$ cat config.mk
export PLATFORM = sky130hd
export DESIGN_NAME = pcb_clock_bank
export DESIGN_NICKNAME = d
export VERILOG_FILES = /design/src/logic/pcb_pkg.sv /design/src/logic/pcb_divider.sv /design/src/logic/pcb_clock_bank.sv
export SDC_FILE = /design/constraint.sdc
export NUM_CORES = 1
export LEC_CHECK = 0
export BUFFER_PORTS_ARGS = -buffer_cell sky130_fd_sc_hd__buf_4
export CAP_MARGIN = 5
export CORE_MARGIN = 5
export CORE_UTILIZATION = 51
export CTS_BUF_LIST = sky130_fd_sc_hd__clkbuf_4 sky130_fd_sc_hd__clkbuf_8
export DETAILED_ROUTE_END_ITERATION = 10
export PLACE_DENSITY = 0.8
export SYNTH_ARGS = -nofsm -noshare
export SYNTH_HDL_FRONTEND = slang
export SYNTH_HIERARCHICAL = 1
export SYNTH_SLANG_ARGS = --single-unit
$ cat constraint.sdc
create_clock -name clk -period 1.1 [get_ports clk]
set_clock_uncertainty 0.1 [all_clocks]
set_input_delay 0.22 -clock clk [delete_from_list [all_inputs] [get_ports clk]]
set_output_delay 0.22 -clock clk [all_outputs]
set_load 0.01 [all_outputs]
$ cat src/logic/pcb_pkg.sv
package pcb_pkg;

    // ----------------------------------------------------------------
    // bank layout
    // ----------------------------------------------------------------
    localparam int unsigned BANK_WIDTH = 3;
    localparam int unsigned SEL_BANKS = 3;

    // ----------------------------------------------------------------
    // oscillator model and lock settling
    // ----------------------------------------------------------------
    localparam logic [1:0] OSC_DIV_RESET = 2'h0;
    localparam logic [11:0] SETTLE_CYCLES = 12'h040;
    localparam logic [11:0] SETTLE_RESET = 12'h000;

    // ----------------------------------------------------------------
    // carriers
    // ----------------------------------------------------------------
    typedef struct packed {
        logic sel_high;
        logic sel_low;
    } pcb_sel_s;

    typedef struct packed {
        logic [BANK_WIDTH-1:0] bank_four;
        logic [BANK_WIDTH-1:0] bank_three;
        logic [BANK_WIDTH-1:0] bank_two;
        logic [BANK_WIDTH-1:0] bank_one;
    } pcb_banks_s;

    typedef enum logic [1:0] {
        PCB_SETTLING,
        PCB_LOCKED
    } pcb_lock_e;

endpackage

$ cat src/logic/pcb_divider.sv
`timescale 1ns/1ps

// ------------------------------------------------------------------
// oscillator divider: half and quarter rate, both 50% duty
// ------------------------------------------------------------------
module pcb_divider (
    input wire logic clk, // oscillator clock
    input wire logic rst_n, // synchronised reset, active low
    output logic half_q, // oscillator / 2
    output logic quarter_q // oscillator / 4
);

    logic [1:0] cnt_q;
    logic [1:0] cnt_d;

    // a binary counter gives both ratios from flops, so duty is exact
    assign cnt_d = 2'(cnt_q + 2'h1);

    // counter bits register the divided clocks directly
    always_ff @(posedge clk or negedge rst_n) begin
        if (!rst_n) begin
            cnt_q <= pcb_pkg::OSC_DIV_RESET;
        end else begin
            cnt_q <= cnt_d;
        end
    end

    assign half_q = cnt_q[0];
    assign quarter_q = cnt_q[1];
endmodule

$ cat src/logic/pcb_clock_bank.sv
`timescale 1ns/1ps

// What this block does
// - The oscillator divides into half and quarter rate clocks at 50% duty.
// - Outside test bypass each selectable bank carries either the half or the quarter rate clock.
// - Selectable outputs come in three banks of three, nine at most.
// - Select 00 slows no bank, 01 bank one, 10 one and two, 11 one to three.
// - Outside test bypass the fourth bank always carries the half rate clock.
// - With half rate fed back the oscillator runs at twice the reference.
// - With quarter rate fed back outputs run at once or twice the reference.
// - The oscillator range is 100 to 200 MHz, twice the output range.
// - All outputs float while the active-low enable is high.
// - Outside test bypass every output has 50% duty whatever the reference duty.
// - The test input bypasses the loop and is held low in service.
module pcb_clock_bank (
    input wire logic clk, // oscillator model clock
    input wire logic reset_n, // asynchronous reset, active low
    input wire logic reference_clock_input, // reference clock pin
    input wire logic loop_feedback_input, // fed back output pin
    input wire pcb_pkg::pcb_sel_s bank_select, // select pair pins
    input wire logic output_enable_n, // output enable, active low
    input wire logic test_bypass, // loop bypass, high for test
    output pcb_pkg::pcb_banks_s bank_outputs, // clock outputs
    output pcb_pkg::pcb_banks_s bank_oe_n, // output enables, low drives
    output logic locked_q // settle interval over
);

    // ----------------------------------------------------------------
    // reset release and pin synchronisers
    // ----------------------------------------------------------------
    logic [1:0] rst_sync_q;
    logic rst_n;
    logic [1:0] ref_sync_q;
    logic [1:0] fb_sync_q;
    logic [1:0] sel_sync0_q;
    logic [1:0] sel_sync1_q;
    logic [1:0] oe_sync0_q;
    logic [1:0] test_sync0_q;
    logic [1:0] cfg_prev_q;
    logic oe_prev_q;
    logic test_prev_q;

    // release is synchronous so no flop leaves reset on a split edge
    always_ff @(posedge clk or negedge reset_n) begin
        if (!reset_n) begin
            rst_sync_q <= 2'h0;
        end else begin
            rst_sync_q <= {rst_sync_q[0], 1'b1};
        end
    end
    assign rst_n = rst_sync_q[1];

    // pins are asynchronous to clk, two stages before any use
    always_ff @(posedge clk or negedge rst_n) begin
        if (!rst_n) begin
            ref_sync_q <= 2'h0;
            fb_sync_q <= 2'h0;
            sel_sync0_q <= 2'h0;
            sel_sync1_q <= 2'h0;
            oe_sync0_q <= 2'h3;
            test_sync0_q <= 2'h0;
        end else begin
            ref_sync_q <= {ref_sync_q[0], reference_clock_input};
            fb_sync_q <= {fb_sync_q[0], loop_feedback_input};
            sel_sync0_q <= {sel_sync0_q[0], bank_select.sel_low};
            sel_sync1_q <= {sel_sync1_q[0], bank_select.sel_high};
            oe_sync0_q <= {oe_sync0_q[0], output_enable_n};
            test_sync0_q <= {test_sync0_q[0], test_bypass};
        end
    end

    logic ref_s;
    logic fb_s;
    logic [1:0] cfg_s;
    logic oe_n_s;
    logic test_s;
    assign ref_s = ref_sync_q[1];
    assign fb_s = fb_sync_q[1];
    assign cfg_s = {sel_sync1_q[1], sel_sync0_q[1]};
    assign oe_n_s = oe_sync0_q[1];
    assign test_s = test_sync0_q[1];

    // ----------------------------------------------------------------
    // divided clocks
    // ----------------------------------------------------------------
    logic half_clk;
    logic quarter_clk;

    // clk stands for the oscillator; the analog loop is outside this model,
    // so the reference only feeds the test bypass and the feedback is never used
    pcb_divider u_div (
        .clk(clk),
        .rst_n(rst_n),
        .half_q(half_clk),
        .quarter_q(quarter_clk)
    );

    // ----------------------------------------------------------------
    // bank routing
    // ----------------------------------------------------------------
    // slow-bank mask: bit k set puts bank k+1 on the quarter rate clock
    function automatic logic [2:0] slow_mask(input logic [1:0] sel);
        unique case (sel)
            2'h0: slow_mask = 3'h0;
            2'h1: slow_mask = 3'h1;
            2'h2: slow_mask = 3'h3;
            2'h3: slow_mask = 3'h7;
        endcase
    endfunction

    logic [2:0] slow_w;
    logic [2:0] bank_clk_w;
    pcb_pkg::pcb_banks_s out_d;
    pcb_pkg::pcb_banks_s out_q;
    pcb_pkg::pcb_banks_s oe_n_q;

    assign slow_w = slow_mask(cfg_s);
    // test bypass sends the reference straight through the banks
    assign bank_clk_w[0] = test_s ? ref_s :
        (slow_w[0] ? quarter_clk : half_clk);
    assign bank_clk_w[1] = test_s ? ref_s :
        (slow_w[1] ? quarter_clk : half_clk);
    assign bank_clk_w[2] = test_s ? ref_s :
        (slow_w[2] ? quarter_clk : half_clk);
    assign out_d.bank_one = {pcb_pkg::BANK_WIDTH{bank_clk_w[0]}};
    assign out_d.bank_two = {pcb_pkg::BANK_WIDTH{bank_clk_w[1]}};
    assign out_d.bank_three = {pcb_pkg::BANK_WIDTH{bank_clk_w[2]}};
    assign out_d.bank_four = {pcb_pkg::BANK_WIDTH{
        test_s ? ref_s : half_clk}};

    // outputs registered; one flop of delay common to every bank keeps skew
    always_ff @(posedge clk or negedge rst_n) begin
        if (!rst_n) begin
            out_q <= '0;
            oe_n_q <= '1;
        end else begin
            out_q <= out_d;
            oe_n_q <= {12{oe_n_s}};
        end
    end
    assign bank_outputs = out_q;
    assign bank_oe_n = oe_n_q;

    // ----------------------------------------------------------------
    // lock settling
    // ----------------------------------------------------------------
    pcb_pkg::pcb_lock_e state_q;
    pcb_pkg::pcb_lock_e state_d;
    logic [11:0] settle_q;
    logic [11:0] settle_d;
    logic disturb_w;

    // select change, bypass release and re-enable restart the wait;
    // the feedback pin is not checked, so a bad board loop goes unseen
    assign disturb_w = (cfg_s != cfg_prev_q) || (test_prev_q && !test_s)
        || (oe_prev_q && !oe_n_s) || test_s || fb_s != fb_s;
    assign state_d = disturb_w ? pcb_pkg::PCB_SETTLING :
        (settle_q == 12'h001 ? pcb_pkg::PCB_LOCKED : state_q);
    assign settle_d = disturb_w ? pcb_pkg::SETTLE_CYCLES :
        (settle_q != 12'h000 ? 12'(settle_q - 12'h001) : settle_q);

    // power-up counts as a disturbance: the wait starts loaded
    always_ff @(posedge clk or negedge rst_n) begin
        if (!rst_n) begin
            state_q <= pcb_pkg::PCB_SETTLING;
            settle_q <= pcb_pkg::SETTLE_CYCLES;
            cfg_prev_q <= 2'h0;
            oe_prev_q <= 1'b1;
            test_prev_q <= 1'b0;
            locked_q <= 1'b0;
        end else begin
            state_q <= state_d;
            settle_q <= settle_d;
            cfg_prev_q <= cfg_s;
            oe_prev_q <= oe_n_s;
            test_prev_q <= test_s;
            locked_q <= (state_d == pcb_pkg::PCB_LOCKED);
        end
    end
endmodule

==> After elaboration in Yosys (flattened, before gate mapping) <==
Cells that the tools add are included.
{ "totals": {"register_bits": 38, "latchBits": 0, "ramBits": 0, "romBits": 0, "inputBits": 8, "out_inout_bits": 25, "word_cells": 48, "n_memories": 0} }
{ "op_classes": {"add_sub_neg": 2, "mul": 0, "div": 0, "n_lt_le_gt_ge": 0, "n_eq_ne": 6, "shifts": 0, "n_mux": 12, "n_bitwise": 0, "reduce_logical": 10} }
{ "ops": {"columns": ["op", "n"], "rows": [
  ["$mux 12", 2],
  ["$eq 12x1->1 const B", 1],
  ["$pmux 3 s4", 1],
  ["$reduce_bool 12->1", 1],
  ["$sub 12x1->12 const B", 1],
  ["$mux 1", 7],
  ["$eq 2x1->1 const B", 2],
  ["$eq 2x2->1 const B", 2],
  ["$mux 2", 2],
  ["$logic_or 1x1->1", 3],
  ["$add 2x1->2 const B", 1],
  ["$logic_and 1x1->1", 2],
  ["$logic_not 1->1", 2],
  ["$logic_not 2->1", 1],
  ["$ne 2x2->1", 1],
  ["$reduce_bool 2->1", 1]
]} }

==> Longest topological paths before layout <==
{ "depth": {"depth_word": 7, "ltp_mapped": 6, "ltp_nobuf": 6} }

==> Cells and area by module <==
The synthesis kept the hierarchy.
{ "by_module_without_submodules": {"columns": ["mod", "n_inst", "cells_each", "area_per_inst_um2", "seq_area_each_um2"], "rows": [
  ["pcb_clock_bank", 1, 136, 1569.0, 880.8],
  ["pcb_divider", 1, 4, 62.6, 50.0]
]} }

==> Worst setup path before layout <==
No wires, ideal clock.
{ "synth_timing": {"path_kind": "register to register", "from": "register settle_q[0]", "to": "register settle_q[5]", "setup_ns": 0.078, "arrival_time_ns": 1.531, "required_ns": 0.922, "path_slack_ns": -0.609, "path_stages_with_launch": 7, "n_path_buf": 0, "synth_period_minus_slack_ns": 1.709, "path_cell_list": "dfrtp_1 > inv_1 > ha_1 > nor2b_1 > and4_1 > or3_1 > a21oi_1"} }
{ "synth_via": {"elab_chain_len": 3, "elab_cells_between_ends": 5, "cone_classes": "1 x add/sub; 2 x mux; 2 x reduce/logical"} }
{ "synth_lines": {"columns": ["item", "line", "source"], "rows": [
  ["start: declaration", "pcb_clock_bank.sv:149", "logic [11:0] settle_q;"],
  ["start signal: assignment", "pcb_clock_bank.sv:166", "settle_q <= pcb_pkg::SETTLE_CYCLES;"],
  ["start signal: assignment", "pcb_clock_bank.sv:173", "settle_q <= settle_d;"],
  ["$sub 12x1->12", "pcb_clock_bank.sv:160", "(settle_q != 12'h000 ? 12'(settle_q - 12'h001) : settle_q);"],
  ["$mux 12", "pcb_clock_bank.sv:160", null],
  ["$mux 12", "pcb_clock_bank.sv:159", "assign settle_d = disturb_w ? pcb_pkg::SETTLE_CYCLES :"]
]} }
Parallel ways exist; a longest one is shown, timed or not. The select of a mux whose other input is x is not followed.
A chain may end at the register's enable or synchronous reset.

==> Worst setup path after layout <==
{ "layout_timing": {"from": "register settle_q[8]", "to": "register state_q[1]"} }
{ "layout_via": {"elab_chain_len": 3} }
{ "layout_lines": {"columns": ["item", "line", "source"], "rows": [
  ["$eq 12x1->1", "pcb_clock_bank.sv:158", "(settle_q == 12'h001 ? pcb_pkg::PCB_LOCKED : state_q);"],
  ["$mux 2", "pcb_clock_bank.sv:158", null],
  ["$mux 2", "pcb_clock_bank.sv:157", "assign state_d = disturb_w ? pcb_pkg::PCB_SETTLING :"],
  ["named net state_d[1]", "pcb_clock_bank.sv:148", "pcb_pkg::pcb_lock_e state_d;"],
  ["end signal: assignment", "pcb_clock_bank.sv:165", "state_q <= pcb_pkg::PCB_SETTLING;"],
  ["end signal: assignment", "pcb_clock_bank.sv:172", "state_q <= state_d;"],
  ["end: declaration", "pcb_clock_bank.sv:147", "pcb_pkg::pcb_lock_e state_q;"]
]} }
The timed path passes the listed nets, and every way through them passes these cells.

==> results_dict.tcl <==
set metrics [dict create \
    status "finished, violations left" \
    violations "setup timing" \
    startpoint_type "flip-flop" \
    drc 0 \
    fin_nets 209 \
    fp.dieW_um 66.56 \
    place_congestion 0.7918 \
    ctsLongestPathBuffers 2 \
    cts_buffers 5 \
    hold_path.class "input pin to asynchronous set/reset pin" \
    initial_core_util_pct 53.44 \
    cp_max_fo 4 \
    placed_cell_area_sq_um 1994 \
    hold_viol 0 \
    numPortBuffers 31 \
    setup_ws_ps -660.5 \
    dpl_worst_slack_ps -629.2 \
    drive_above_1_share_pct 53.27 \
    area_growth_syn_to_layout_pct 45.78 \
    syn_inst 140 \
    min_period_ps 1760 \
    syn_nets 151 \
    drtPass1Iterations 4 \
    drtIter0Drc 50 \
    clkLatencyLatePin_ps 360 \
    syn-cell-area_sq_um 1632 \
    cts_sinks 37 \
    fp.dieArea_sq_um 4430 \
    num_io_pins 33 \
    cts_tree "built" \
    fmax_mhz 568.0 \
    setup_viol 43 \
    grt_max_degree 21 \
    critPathKind "flip-flop to flip-flop" \
    clock-root-buffer "clkbuf_4" \
    grt_use_total_pct 19.98 \
    clk_pin_slew_ps 130 \
    grt_pass1_wl_um 6492 \
    antenna_cells 0 \
    synth-seq-cells 37 \
    synthDistinctLibCells 35 \
    overflow 0 \
    ant_nets 0 \
    arrival_ps 1890 \
    cts_max_level 2 \
    setup_tns_ps -15360 \
    fp.dieH_um 66.56 \
    worstPathRequired_ps 1230 \
    leakage_nw 1.107 \
    drv_slew 0 \
    dp_hpwl_um 2318 \
    grt_pass1_vias 1348 \
    wl_per_cell_um 15.93 \
    endpoint_kind "flip-flop" \
    crit_chain "or4_4 > nor3b_4 > nand3_2 > nor3b_1" \
    rsz0062_at_grt "true" \
    design_area_sq_um 2379 \
    row_count 20 \
    core_sq_um 3053 \
    wirelength_um 3872 \
    critPathSlowestCell "or4_4" \
    max_stage_delay_ps 600 \
    fin_hold_ws_ps 68.52 \
    ys_warn_count 6 \
    vias 1230 \
    syn_area_per_cell_sq_um 11.65 \
    seq_area_frac_synth_pct 57.06 \
    cap_violations 0 \
    routed_via_density 5.062 \
    powerDensity_nw_per_um2 1121 \
    max-vdd-ir-drop_mv 1.066 \
    antenna_found_initial 0 \
    fin_crit_sh_pct 160.0 \
    utilization_pct 77.91 \
]
worst max-delay path, delay by kind of cell (launching register included):
kind | cells | cell delay (ps)
flops | 1 | 440
simple gates | 4 | 1090
cells in the mapped netlist:
library cell	n	area share, %
or4_1	1	0.46
inv_1	9	2.1
o31ai_1	3	1.4
a211oi_1	1	0.46
nor3b_1	3	1.4
nand3_1	2	0.61
a31oi_1	1	0.38
dfstp_2	4	6.4
mux2_2	1	0.69
clkbuf_1	1	0.23
nand3b_1	1	0.46
dfrtp_1	33	51
o2111ai_1	3	1.6
o211ai_2	1	0.77
o21ai_0	2	0.61
xor2_1	4	2.1
ha_1	3	2.3
a21oi_1	10	3.1
buf_4	20	9.2
nand2b_1	1	0.38
or4_4	1	0.69
nor2_1	10	2.3
conb_1	1	0.23
nor3_4	1	1.0
nor4_2	1	0.77
xnor2_1	4	2.1
mux2i_1	3	1.8
nor2b_1	1	0.38
nor4_4	1	1.3
or2b_1	1	0.46
nand4_1	2	0.77
nand2_1	7	1.6
and4_1	1	0.54
nor3_1	1	0.31
or3_1	1	0.38
where the power goes:
| part | switching (mW) | internal [mW] | total [mW] |
|---|---|---|---|
| Sequential | 0.0423 | 1.41 | 1.45 |
| Clock | 0.503 | 0.260 | 0.763 |
| Combinational | 0.202 | 0.248 | 0.450 |
| Total | 0.748 | 1.92 | 2.67 |
layout by cell type, fill, tap and decap left out, types with 2 or more instances in the layout:
cell	n
buf_4	35
dfrtp_1	32
buf_6	30
a21oi_1	8
inv_1	6
nand2_1	6
nor2_1	6
dlygate4sd3_1	6
clkbuf_4	5
xor2_1	4
dfstp_2	4
inv_2	3
nor2_2	3
mux2i_1	3
o2111ai_2	3
o31ai_1	3
xnor2_2	2
or4_4	2
nor3b_4	2
a21oi_2	2
xnor2_1	2
o21ai_0	2
nand4_1	2
ha_1	2
layout make-up:
cell class	count	area (sq um)
clock buffers	5	37.54
well taps	44	55.05
multi-input cells	74	634.4
fillers	181	674.4
repair buffers	71	660.6
clock inverters	3	25.02
flip-flops and latches	37	932.1
inverters	9	33.78
metal layers:
| metal | GRT usage, % | wire length, um |
|---|---|---|
| met5 | 0 | 0 |
| met3 | 5.396 | 184 |
| met2 | 35.15 | 2012 |
| met4 | 9.137 | 90 |
| met1 | 22.28 | 1584 |
flip-flops by register name, indices dropped and copies added (netlist names):
register and flops:
sel_sync0_q 2, test_sync0_q 2, test_prev_q 1, locked_q 1, cfg_prev_q 2, oe_sync0_q 2
sel_sync1_q 2, rst_sync_q 2, settle_q 12, bank_outputs 4, u_div/cnt_q 2, bank_oe_n 1
ref_sync_q 2, state_q 2
what timing repair did:
action,in CTS,in global routing
resized for setup,41,7
pin swaps,12,3
gates cloned,1,1
hold buffers,6,0
endpoints found under the setup margin,42,42
hold endpoints to repair,7,0
setup buffers,6,1
stage by stage:
step                power, mW  std cells
CTS                     2.645        241
floorplan               1.670        140
finish                  2.667        243
global placement        1.780        220
detailed placement      1.796        220
global route            2.792        243
cells by family (layout without fill, tap and decap cells):
| kind of cell | count (synthesis) | count (layout) | share of synthesized area, % |
|---|---|---|---|
| and+or+nand+nor | 36 | 36 | 13.81 |
| DFF | 37 | 37 | 57.06 |
| buffers and inverters | 30 | 88 | 11.50 |
| adders and majority gates | 3 | 3 | 2.301 |
| xor gates and xnor gates | 8 | 8 | 4.294 |
| AOI/OAI and AO/OA | 21 | 22 | 8.283 |
| other | 1 | 1 | 0.2298 |
| muxes | 4 | 4 | 2.531 |
path summary, 6_finish.rpt:
kind,startpoint,slack [ps],depth (start not counted),to
max,settle_q[8]$_DFFE_PN0P_,-660,4,state_q[1]$_DFF_PN0_
min in group clk,sel_sync0_q[0]$_DFF_PN0_,260,0,sel_sync0_q[1]$_DFF_PN0_
max reg2reg,settle_q[8]$_DFFE_PN0P_,-660,4,state_q[1]$_DFF_PN0_
min,reset_n,70,2,rst_sync_q[1]$_DFF_PN0_
max in group asynchronous,rst_sync_q[1]$_DFF_PN0_,490,1,oe_sync0_q[0]$_DFF_PN1_
min reg2reg,rst_sync_q[1]$_DFF_PN0_,130,1,settle_q[3]$_DFFE_PN0P_
Power figures use the tool's default switching activity.
